`config.mk`:
```
export PLATFORM = sky130hd
export DESIGN_NAME = rsus_top
export DESIGN_NICKNAME = d
export VERILOG_FILES = /design/src/hdl/rsus_pkg.sv /design/src/hdl/rsus_top.sv
export VERILOG_INCLUDE_DIRS = /design/src /design/src/hdl
export SDC_FILE = /design/constraint.sdc
export NUM_CORES = 1
export LEC_CHECK = 0
export BUFFER_PORTS_ARGS = -buffer_cell sky130_fd_sc_hd__buf_2
export CORE_MARGIN = 4
export CORE_UTILIZATION = 40
export DETAILED_ROUTE_END_ITERATION = 8
export SLEW_MARGIN = 10
export SYNTH_ARGS = -nofsm -noshare
export SYNTH_HDL_FRONTEND = slang
export SYNTH_SLANG_ARGS = --single-unit
export TNS_END_PERCENT = 10
```
`constraint.sdc`:
```
create_clock -name i_clk -period 4.85 [get_ports i_clk]
set_input_delay 0.2425 -clock i_clk [delete_from_list [all_inputs] [get_ports i_clk]]
set_output_delay 0.2425 -clock i_clk [all_outputs]
set_load 0.05 [all_outputs]
```
`src/hdl/rsus_defines.svh`:
```
// Register indices, field positions and reset values of the signaling/slip block
`ifndef RSUS_DEFINES_SVH
`define RSUS_DEFINES_SVH

// Register indices; byte address is four times the index
`define RSUS_IDX_SIG_CFG     9'h0D7
`define RSUS_IDX_FRM_OFS     9'h0D8
`define RSUS_IDX_SLIP_BUFFER_STATUS       9'h0D9
`define RSUS_IDX_OUTBUF_HI   4'hD
`define RSUS_IDX_QUEUE_EN    9'h1C0
`define RSUS_IDX_REINS_EN    9'h1C1
`define RSUS_IDX_LINE_CFG    9'h1C2

// Signaling configuration fields
`define RSUS_CFG_TRANSPARENT 0
`define RSUS_CFG_HOLD        1
`define RSUS_CFG_RELEASE     2
`define RSUS_CFG_DEBOUNCE    3

// Line configuration fields
`define RSUS_LCFG_STD        0
`define RSUS_LCFG_TX_LO      1
`define RSUS_LCFG_RX_LO      3

// Slip status nibble positions
`define RSUS_ST_DIR          3
`define RSUS_ST_CTL          2
`define RSUS_ST_UNC          1
`define RSUS_ST_DLY          0

// Reset values
`define RSUS_RST_SIG_CFG     4'h0
`define RSUS_RST_FRM_OFS     5'h00
`define RSUS_RST_SLIP_BUFFER_STATUS       8'h00
`define RSUS_RST_MASK32      32'h00000000

// Frame numbering and delay thresholds
`define RSUS_T1_FRAMES       5'd24
`define RSUS_E1_FRAMES       5'd16
`define RSUS_T1_DLY_BITS     9'd192
`define RSUS_E1_DLY_BITS     9'd256
`define RSUS_T1_SIG_F1       5'd6
`define RSUS_T1_SIG_F2       5'd12
`define RSUS_T1_SIG_F3       5'd18
`define RSUS_T1_SIG_F4       5'd24

`endif

```
`src/hdl/rsus_pkg.sv`:
```
// Types shared by the signaling update and slip status block
package rsus_pkg;

  typedef enum logic [1:0] {
    RSUS_BUF_NORMAL  = 2'b00,
    RSUS_BUF_SHORT   = 2'b01,
    RSUS_BUF_ELASTIC = 2'b10,
    RSUS_BUF_BYPASS  = 2'b11
  } rsus_buf_mode_t;

  typedef enum logic [0:0] {
    RSUS_BUS_IDLE = 1'b0,
    RSUS_BUS_ACK  = 1'b1
  } rsus_bus_state_t;

  typedef struct packed {
    logic        read;
    logic        write;
    logic [10:0] address;
    logic [31:0] writedata;
    logic [3:0]  byteenable;
  } rsus_avs_req_t;

  typedef struct packed {
    logic       valid;
    logic [4:0] chan;
    logic [3:0] abcd;
  } rsus_sig_in_t;

  typedef struct packed {
    logic       push;
    logic [4:0] chan;
    logic [3:0] abcd;
  } rsus_queue_t;

  typedef struct packed {
    logic       controlled;
    logic       uncontrolled;
    logic       repeated;
    logic [8:0] separation;
  } rsus_slip_evt_t;

  typedef struct packed {
    rsus_bus_state_t  bus;
    logic [31:0]      rdata;
    logic [3:0]       sig_cfg;
    logic [4:0]       frm_ofs;
    logic             std_t1;
    rsus_buf_mode_t   tx_mode;
    rsus_buf_mode_t   rx_mode;
    logic [31:0]      queue_en;
    logic [31:0]      reins_en;
    logic [31:0][3:0] in_buf;
    logic [31:0][3:0] out_buf;
    logic [7:0]       slip_buffer_status;
    logic [2:0]       tx_pend;
    logic [2:0]       rx_pend;
    logic [4:0]       mf_pos;
    logic             freeze_pin;
    rsus_queue_t      queue;
    logic             mf_sync;
    logic             reins_frame;
    logic             tx_int;
    logic             rx_int;
    logic             tx_realign;
    logic             rx_realign;
  } rsus_state_t;

endpackage

```
`src/hdl/rsus_top.sv`:
```
// Receive signaling update, multiframe sync offset and slip status for one framer
`timescale 1ns/1ps
`default_nettype none
`include "rsus_defines.svh"

module rsus_top (
  input  wire logic                 i_clk,
  input  wire logic                 i_srst,
  input  wire rsus_pkg::rsus_avs_req_t i_avs,
  output logic                      o_avs_waitrequest,
  output logic [31:0]               o_avs_readdata,
  input  wire rsus_pkg::rsus_sig_in_t  i_sig,
  input  wire logic                 i_mf_end,
  input  wire logic                 i_freeze_cond,
  input  wire logic                 i_rx_frame_start,
  input  wire logic [4:0]           i_rx_frame_num,
  input  wire logic [4:0]           i_rx_mf_align_frame,
  input  wire logic                 i_rx_slip_delay_frame,
  input  wire logic                 i_tx_frame_start,
  input  wire rsus_pkg::rsus_slip_evt_t i_tx_slip,
  input  wire rsus_pkg::rsus_slip_evt_t i_rx_slip,
  output logic                      o_signaling_freeze_pin,
  output rsus_pkg::rsus_queue_t     o_queue,
  output logic                      o_rx_multiframe_sync,
  output logic                      o_reinsert_frame,
  output logic [31:0]               o_reinsert_enable,
  output logic                      o_tx_slip_int,
  output logic                      o_rx_slip_int,
  output logic                      o_tx_frame_realign,
  output logic                      o_rx_frame_realign
);
  import rsus_pkg::*;

  rsus_state_t st_reg;
  rsus_state_t st_next;

  // Byte-lane merge of a 32-bit register write
  function automatic logic [31:0] be_merge(input logic [31:0] old_v,
                                           input logic [31:0] new_v,
                                           input logic [3:0]  be);
    logic [31:0] r;
    r = old_v;
    for (int b = 0; b < 4; b++)
    begin
      if (be[b])
      begin
        r[8*b +: 8] = new_v[8*b +: 8];
      end
    end
    return r;
  endfunction

  // Which slip kinds a buffer mode may report, as {controlled, uncontrolled}
  function automatic logic [1:0] slip_mask(input rsus_buf_mode_t m,
                                           input logic ctl,
                                           input logic unc);
    logic [1:0] r;
    case (m)
      RSUS_BUF_NORMAL:  r = {ctl, unc};
      // Short mode reverts on slip, so one kind only; uncontrolled wins
      RSUS_BUF_SHORT:   r = unc ? 2'b01 : {ctl, 1'b0};
      RSUS_BUF_ELASTIC: r = {1'b0, unc};
      default:          r = 2'b00;
    endcase
    return r;
  endfunction

  // Frame selected by the offset code
  function automatic logic [4:0] ofs_frame(input logic [4:0] ofs, input logic t1);
    logic [4:0] r;
    r = t1 ? 5'(ofs + 5'd1) : {1'b0, ofs[3:0]};
    return r;
  endfunction

  // Received alignment frame pushed on by the slip buffer delay, wrapped
  function automatic logic [4:0] wrap_frame(input logic [4:0] f,
                                            input logic       dly,
                                            input logic       t1);
    logic [5:0] s;
    logic [4:0] r;
    s = {1'b0, f} + {5'h00, dly};
    if (t1)
    begin
      r = (s > {1'b0, `RSUS_T1_FRAMES}) ? 5'(s - {1'b0, `RSUS_T1_FRAMES}) : s[4:0];
    end
    else
    begin
      r = (s >= {1'b0, `RSUS_E1_FRAMES}) ? 5'(s - {1'b0, `RSUS_E1_FRAMES}) : s[4:0];
    end
    return r;
  endfunction

  // Delay-over-frame test on the read/write pointer separation
  function automatic logic over_frame(input logic [8:0] sep, input logic t1);
    logic r;
    r = t1 ? (sep > `RSUS_T1_DLY_BITS) : (sep > `RSUS_E1_DLY_BITS);
    return r;
  endfunction

  logic        req;
  logic        take;
  logic [8:0]  idx;
  logic        hold;
  logic        release_bit;
  logic        freeze_eff;
  logic        debounce;
  logic        chan_queued;
  logic [3:0]  cur_in;
  logic [3:0]  cur_out;
  logic [3:0]  new_out;
  logic [1:0]  tx_ev;
  logic [1:0]  rx_ev;
  logic        tx_dir;
  logic        rx_dir;
  logic [3:0]  tx_nib;
  logic [3:0]  rx_nib;
  logic [4:0]  sync_frame;
  logic        sync_hit;
  logic [4:0]  pos_now;

  always_comb
  begin
    st_next = st_reg;
    req     = i_avs.read | i_avs.write;
    idx     = i_avs.address[10:2];
    take    = req && (st_reg.bus == RSUS_BUS_IDLE);

    // Register bus: one wait cycle, then answer for a single cycle
    st_next.bus = take ? RSUS_BUS_ACK : RSUS_BUS_IDLE;
    if (take && i_avs.read)
    begin
      case (idx)
        `RSUS_IDX_SIG_CFG:  st_next.rdata = {28'h0000000, st_reg.sig_cfg};
        `RSUS_IDX_FRM_OFS:  st_next.rdata = {27'h0000000, st_reg.frm_ofs};
        `RSUS_IDX_SLIP_BUFFER_STATUS:    st_next.rdata = {24'h000000, st_reg.slip_buffer_status};
        `RSUS_IDX_QUEUE_EN: st_next.rdata = st_reg.queue_en;
        `RSUS_IDX_REINS_EN: st_next.rdata = st_reg.reins_en;
        `RSUS_IDX_LINE_CFG: st_next.rdata = {27'h0000000, st_reg.rx_mode,
                                             st_reg.tx_mode, st_reg.std_t1};
        default:
        begin
          if (idx[8:5] == `RSUS_IDX_OUTBUF_HI)
          begin
            st_next.rdata = {28'h0000000, st_reg.out_buf[idx[4:0]]};
          end
          else
          begin
            st_next.rdata = 32'h00000000;
          end
        end
      endcase
    end
    if (take && i_avs.write)
    begin
      case (idx)
        `RSUS_IDX_SIG_CFG:
        begin
          if (i_avs.byteenable[0])
          begin
            st_next.sig_cfg = i_avs.writedata[3:0];
          end
        end
        `RSUS_IDX_FRM_OFS:
        begin
          if (i_avs.byteenable[0])
          begin
            st_next.frm_ofs = i_avs.writedata[4:0];
          end
        end
        `RSUS_IDX_QUEUE_EN:
        begin
          st_next.queue_en = be_merge(st_reg.queue_en, i_avs.writedata,
                                      i_avs.byteenable);
        end
        `RSUS_IDX_REINS_EN:
        begin
          st_next.reins_en = be_merge(st_reg.reins_en, i_avs.writedata,
                                      i_avs.byteenable);
        end
        `RSUS_IDX_LINE_CFG:
        begin
          if (i_avs.byteenable[0])
          begin
            st_next.std_t1  = i_avs.writedata[`RSUS_LCFG_STD];
            st_next.tx_mode = rsus_buf_mode_t'(i_avs.writedata[`RSUS_LCFG_TX_LO +: 2]);
            st_next.rx_mode = rsus_buf_mode_t'(i_avs.writedata[`RSUS_LCFG_RX_LO +: 2]);
          end
        end
        default:
        begin
          st_next.rdata = st_reg.rdata;
        end
      endcase
    end

    // Freeze: release beats hold, and hold beats the freeze condition
    hold        = st_reg.sig_cfg[`RSUS_CFG_HOLD];
    release_bit = st_reg.sig_cfg[`RSUS_CFG_RELEASE];
    debounce    = st_reg.sig_cfg[`RSUS_CFG_DEBOUNCE];
    if (release_bit)
    begin
      freeze_eff = 1'b0;
    end
    else if (hold)
    begin
      freeze_eff = 1'b1;
    end
    else
    begin
      freeze_eff = i_freeze_cond;
    end
    st_next.freeze_pin = freeze_eff;

    // Signaling update after the D bit of a channel
    chan_queued        = st_reg.queue_en[i_sig.chan];
    cur_in             = st_reg.in_buf[i_sig.chan];
    cur_out            = st_reg.out_buf[i_sig.chan];
    new_out            = i_sig.abcd;
    st_next.queue.push = 1'b0;
    st_next.queue.chan = st_reg.queue.chan;
    st_next.queue.abcd = st_reg.queue.abcd;
    if (debounce && chan_queued)
    begin
      for (int b = 0; b < 4; b++)
      begin
        new_out[b] = (i_sig.abcd[b] == cur_in[b]) ? i_sig.abcd[b] : cur_out[b];
      end
    end
    if (i_sig.valid)
    begin
      // Input buffer keeps tracking the line even while frozen
      st_next.in_buf[i_sig.chan] = i_sig.abcd;
      if (!freeze_eff && (new_out != cur_out))
      begin
        st_next.out_buf[i_sig.chan] = new_out;
        if (chan_queued)
        begin
          st_next.queue.push = 1'b1;
          st_next.queue.chan = i_sig.chan;
          st_next.queue.abcd = new_out;
        end
      end
    end
    // Multiframe copy ends any debounce disagreement left over
    if (i_mf_end && debounce && !freeze_eff)
    begin
      for (int c = 0; c < 32; c++)
      begin
        if (st_reg.queue_en[c])
        begin
          st_next.out_buf[c] = st_next.in_buf[c];
        end
      end
    end

    // Receive multiframe sync placement
    if (st_reg.sig_cfg[`RSUS_CFG_TRANSPARENT])
    begin
      // Follows realignment silently; no alarm path exists here
      sync_frame = wrap_frame(i_rx_mf_align_frame, i_rx_slip_delay_frame,
                              st_reg.std_t1);
    end
    else
    begin
      sync_frame = ofs_frame(st_reg.frm_ofs, st_reg.std_t1);
    end
    sync_hit            = i_rx_frame_start && (i_rx_frame_num == sync_frame);
    st_next.mf_sync     = sync_hit;
    pos_now             = sync_hit ? 5'd1 : 5'(st_reg.mf_pos + 5'd1);
    st_next.reins_frame = 1'b0;
    if (i_rx_frame_start)
    begin
      st_next.mf_pos = pos_now;
      if (st_reg.std_t1)
      begin
        st_next.reins_frame = (pos_now == `RSUS_T1_SIG_F1) ||
                              (pos_now == `RSUS_T1_SIG_F2) ||
                              (pos_now == `RSUS_T1_SIG_F3) ||
                              (pos_now == `RSUS_T1_SIG_F4);
      end
      else
      begin
        st_next.reins_frame = (pos_now == 5'd1);
      end
    end

    // Slip events pend until their own frame boundary
    tx_ev  = slip_mask(st_reg.tx_mode, i_tx_slip.controlled | st_reg.tx_pend[1],
                       i_tx_slip.uncontrolled | st_reg.tx_pend[0]);
    rx_ev  = slip_mask(st_reg.rx_mode, i_rx_slip.controlled | st_reg.rx_pend[1],
                       i_rx_slip.uncontrolled | st_reg.rx_pend[0]);
    tx_dir = (i_tx_slip.controlled | i_tx_slip.uncontrolled) ? i_tx_slip.repeated
                                                              : st_reg.tx_pend[2];
    rx_dir = (i_rx_slip.controlled | i_rx_slip.uncontrolled) ? i_rx_slip.repeated
                                                              : st_reg.rx_pend[2];
    st_next.tx_pend = {tx_dir, tx_ev};
    st_next.rx_pend = {rx_dir, rx_ev};

    // Read clears, but a boundary in the same cycle still lands
    if (take && i_avs.read && (idx == `RSUS_IDX_SLIP_BUFFER_STATUS))
    begin
      tx_nib = 4'h0;
      rx_nib = 4'h0;
    end
    else
    begin
      tx_nib = st_reg.slip_buffer_status[7:4];
      rx_nib = st_reg.slip_buffer_status[3:0];
    end
    st_next.tx_int     = 1'b0;
    st_next.rx_int     = 1'b0;
    st_next.tx_realign = 1'b0;
    st_next.rx_realign = 1'b0;
    if (i_tx_frame_start)
    begin
      if (|tx_ev)
      begin
        tx_nib[`RSUS_ST_DIR] = tx_dir;
      end
      tx_nib[`RSUS_ST_CTL] = tx_nib[`RSUS_ST_CTL] | tx_ev[1];
      tx_nib[`RSUS_ST_UNC] = tx_nib[`RSUS_ST_UNC] | tx_ev[0];
      tx_nib[`RSUS_ST_DLY] = over_frame(i_tx_slip.separation, st_reg.std_t1);
      st_next.tx_int       = |tx_ev;
      st_next.tx_realign   = tx_ev[0];
      st_next.tx_pend      = 3'b000;
    end
    if (i_rx_frame_start)
    begin
      if (|rx_ev)
      begin
        rx_nib[`RSUS_ST_DIR] = rx_dir;
      end
      rx_nib[`RSUS_ST_CTL] = rx_nib[`RSUS_ST_CTL] | rx_ev[1];
      rx_nib[`RSUS_ST_UNC] = rx_nib[`RSUS_ST_UNC] | rx_ev[0];
      rx_nib[`RSUS_ST_DLY] = over_frame(i_rx_slip.separation, st_reg.std_t1);
      st_next.rx_int       = |rx_ev;
      st_next.rx_realign   = rx_ev[0];
      st_next.rx_pend      = 3'b000;
    end
    st_next.slip_buffer_status = {tx_nib, rx_nib};

    if (i_srst)
    begin
      st_next          = '0;
      st_next.bus      = RSUS_BUS_IDLE;
      st_next.sig_cfg  = `RSUS_RST_SIG_CFG;
      st_next.frm_ofs  = `RSUS_RST_FRM_OFS;
      st_next.slip_buffer_status    = `RSUS_RST_SLIP_BUFFER_STATUS;
      st_next.queue_en = `RSUS_RST_MASK32;
      st_next.reins_en = `RSUS_RST_MASK32;
      st_next.tx_mode  = RSUS_BUF_NORMAL;
      st_next.rx_mode  = RSUS_BUF_NORMAL;
    end
  end

  always_ff @(posedge i_clk)
  begin
    st_reg <= st_next;
  end

  // Waitrequest stays high until the answer cycle
  assign o_avs_waitrequest      = (st_reg.bus != RSUS_BUS_ACK);
  assign o_avs_readdata         = st_reg.rdata;
  assign o_signaling_freeze_pin = st_reg.freeze_pin;
  assign o_queue                = st_reg.queue;
  assign o_rx_multiframe_sync   = st_reg.mf_sync;
  assign o_reinsert_frame       = st_reg.reins_frame;
  assign o_reinsert_enable      = st_reg.reins_en;
  assign o_tx_slip_int          = st_reg.tx_int;
  assign o_rx_slip_int          = st_reg.rx_int;
  assign o_tx_frame_realign     = st_reg.tx_realign;
  assign o_rx_frame_realign     = st_reg.rx_realign;

endmodule // rsus_top

`default_nettype wire

```
==> flow_metrics.py <==
metrics = {
    "outcome": {
        "status": "complete, no violations",
    },
    "setup_path": {
        "crit_type": "reg2reg",
        "crit_fanout": 19,
        "rr_endpoint": "st_reg[106]",
        "required_ns": 5.32,
        "cp-endpoint": "st_reg[106]",
        "rr_worst_depth": 10,
        "crit_path_start_kind": "flop",
        "end_kind": "flop",
        "cp_data_arrival_time_ns": 4.42,
        "crit_path_start": "st_reg[347]",
        "r2r_start": "st_reg[347]",
        "rrSetupSlack_ns": 0.90,
    },
    "finish": {
        "drive_gt1_share_pct": 18.7,
        "layout.nets": 2351,
        "fillerInstances": 4966,
        "fin_cells": 2965,
        "syn2layout_area_growth_pct": 11.1,
        "fin_util_pct": 44.9,
        "n_antenna_cell": 0,
        "largest_register_ffs": 319,
    },
    "global_routing": {
        "grt_max_degree": 138,
        "grt_pass1_vias": 17800,
        "antenna_found_initial": 1,
        "grt_usage_pct": 24.5,
        "grt-ovfl-total": 0,
        "grt_pass1_wl_um": 110000,
    },
    "die": {
        "die_width_um": 239,
        "core_sq_mm": 0.0527,
        "io_pins": 182,
        "dieArea_sq_mm": 0.0570,
        "fp.dieH_um": 239,
        "rows": 84,
        "start_util_pct": 40.4,
    },
    "route": {
        "first_iter_violations": 1570,
        "wl_per_cell_um": 24.6,
        "dr.pass1.iters": 5,
        "drcViolationCount": 0,
        "routed_wl_um": 72900,
        "vias_per_cell": 6.25,
        "num_vias": 18500,
        "drtAntennaViolNets": 0,
    },
    "cts": {
        "clock_sinks": 403,
        "path_clk_slew_ns": 0.06,
        "htree_levels": 2,
        "cts-buffers-inserted": 44,
        "clock_latency_ns": 0.58,
        "cts_resized": 0,
        "clockBufferDepth": 3,
        "ctsRootBufferMaster": "clkbuf_16",
        "cts_tree": "built",
        "cts_setup_buffers": 0,
    },
    "synth": {
        "synth-seq-cells": 403,
        "yosysMostFrequentCell": "dfxtp_1",
        "synth_edf_count": 0,
        "synth_area_sq_mm": 0.0213,
        "synth_area_leaders": "dfxtp_1 38%, mux2i_1 14%, mux4_2 7.1%",
        "postSynthCellCount": 2221,
        "synth_warnings": 0,
        "synth_xor_area_share_pct": 0.658,
        "ys_async_sr_fraction_pct": 0,
        "synth_cell_type_count": 75,
        "synth.net_count": 2326,
        "yosysTopAreaCell": "dfxtp_1",
        "synth-simple-area-share_pct": 11.8,
        "netlist.area_leader.share_pct": 37.9,
        "yosys.area_share.adder_pct": 0.294,
        "synth-main-ff-cell": "dfxtp_1",
        "muxShareOfSynthArea_pct": 21.5,
        "yosysSeqAreaShare_pct": 37.9,
        "synth_common_cells": "403 x dfxtp_1, 311 x nor2_1, 294 x mux2i_1",
        "synth_top_family_by_area": "multiplexers",
        "synth_compound_area_share_pct": 19.9,
        "synth.avg_cell_area_sq_um": 9.58,
    },
    "timing": {
        "finalSetupViolations": 0,
        "skew_ns": 0.0211,
        "rsz0062_at_grt": "no",
        "post-route-min-period_ns": 3.95,
        "tightest_slew_ns": 1.18,
        "hold_viol": 0,
        "fmax_mhz": 253,
        "slew_headroom_pct": 21.3,
        "final_max_slew_viol_count": 0,
        "fin_crit_sh_pct": 81.4,
        "tns_ns": 0,
    },
    "place": {
        "gp_congestion": 0.956,
        "dp_cells": 2855,
        "dp_hpwl_um": 50900,
        "port_buffers": 179,
    },
    "pwr": {
        "p_int_mw": 5.47,
        "clkPwrFrac_pct": 46.0,
        "leakage_nw": 9.28,
        "seqPwrFrac_pct": 46.1,
        "vdd_ir_drop_max_uv": 190,
        "pwr_density_cell_mw_per_mm2": 308,
        "power_frac_comb_pct": 7.9,
        "netSwitchingPower_mw": 1.81,
        "p_sw_share_pct": 24.8,
    },
    "job": {
        "cap_violations": 0,
    },
    "min_path": {
        "hp-start": "i_avs[8]",
        "hold_path.class": "in2reg",
    },
}
## what timing repair did
action / CTS / global route
endpoints found under the setup margin: 0 / 0
hold endpoints to repair: 62 / 0
hold buffers: 33 / 0
## layout by cell type, fill, tap and decap left out, types with 12 or more instances in the layout
cell,instances
dfxtp_1,403
nor2_1,310
mux2i_1,294
buf_2,177
a31oi_1,135
a221oi_1,118
o21ai_1,105
nand2_1,69
mux4_2,67
a22oi_1,44
clkbuf_16,44
buf_4,42
o22ai_1,40
and2_1,36
dlygate4sd3_1,33
o21ai_0,31
nand3_1,24
a21oi_1,24
a22o_1,24
o21ai_2,16
and3_1,12
a221oi_2,12
clkbuf_1,12
## how the worst min path moves through the flow
stage,to,cells past startpoint,slack (ns)
final,st_reg[365],3,0.03
after global routing,o_reinsert_enable[3],3,0.02
after CTS,st_reg[364],3,0.002
after detailed placement,st_reg[402],1,0.45
after global placement,st_reg[402],1,0.44
after floorplan,st_reg[25],1,0.32
## layer usage
metal | up-vias | global-route usage, % | routed length, um
li1 | 8383 | - | -
met1 | 9122 | 33.2 | 30600
met2 | 825 | 38.3 | 32700
met3 | 198 | 4.78 | 6140
met4 | 2 | 10.3 | 3440
met5 | - | 0 | 13
## cells by family after synthesis
kind of cell / after synthesis
xor+xnor: 16
flops: 403
compound gates: 595
buf+inv: 289
mux: 372
fa+ha+maj: 5
simple gates: 541
## power by group through the flow
stage | combinational [mW] | clock, mW | sequential [mW]
global route | 0.605 | 3.53 | 3.35
floorplan | 0.364 | 0 | 3.43
CTS | 0.564 | 3.40 | 3.35
detailed placement | 0.542 | 0 | 3.43
global placement | 0.536 | 0 | 3.42
finish | 0.572 | 3.35 | 3.35
## area by class of cell
| type | count | area [sq um] | area share [%] |
|---|---|---|---|
| inverter | 6 | 22.5 | 0.0952 |
| timing repair buffer | 262 | 1720 | 7.26 |
| multi-input combinational | 1529 | 11600 | 48.9 |
| sequential | 403 | 8070 | 34.1 |
| tap | 688 | 861 | 3.64 |
| clock inverter | 10 | 124 | 0.524 |
| clock buffer | 67 | 1300 | 5.49 |
## per-stage QoR
step           setup slack (ns)  hold WS (ns)  total power, mW  area, sq um
5_1_grt                   0.875        0.0192             7.49        23700
6_report                  0.900        0.0260             7.27        23700
4_1_cts                   0.984       0.00194             7.31        23700
3_5_place_dp              0.591         0.447             3.97        21900
2_1_floorplan              1.90         0.319             3.79        21300
3_3_place_gp              0.724         0.436             3.96        21900
## critical path: stages, from the launching register on
cell and delay, ns:
dfxtp_1 0.41, mux4_2 0.51, a22oi_2 0.27, o211ai_2 0.17
o31ai_4 0.50, or2_2 0.24, nand2_1 0.07, a21oi_2 0.70
buf_4 0.47, a31oi_1 0.14, a221oi_1 0.33
No activity file was read; power rests on OpenSTA's default activity.
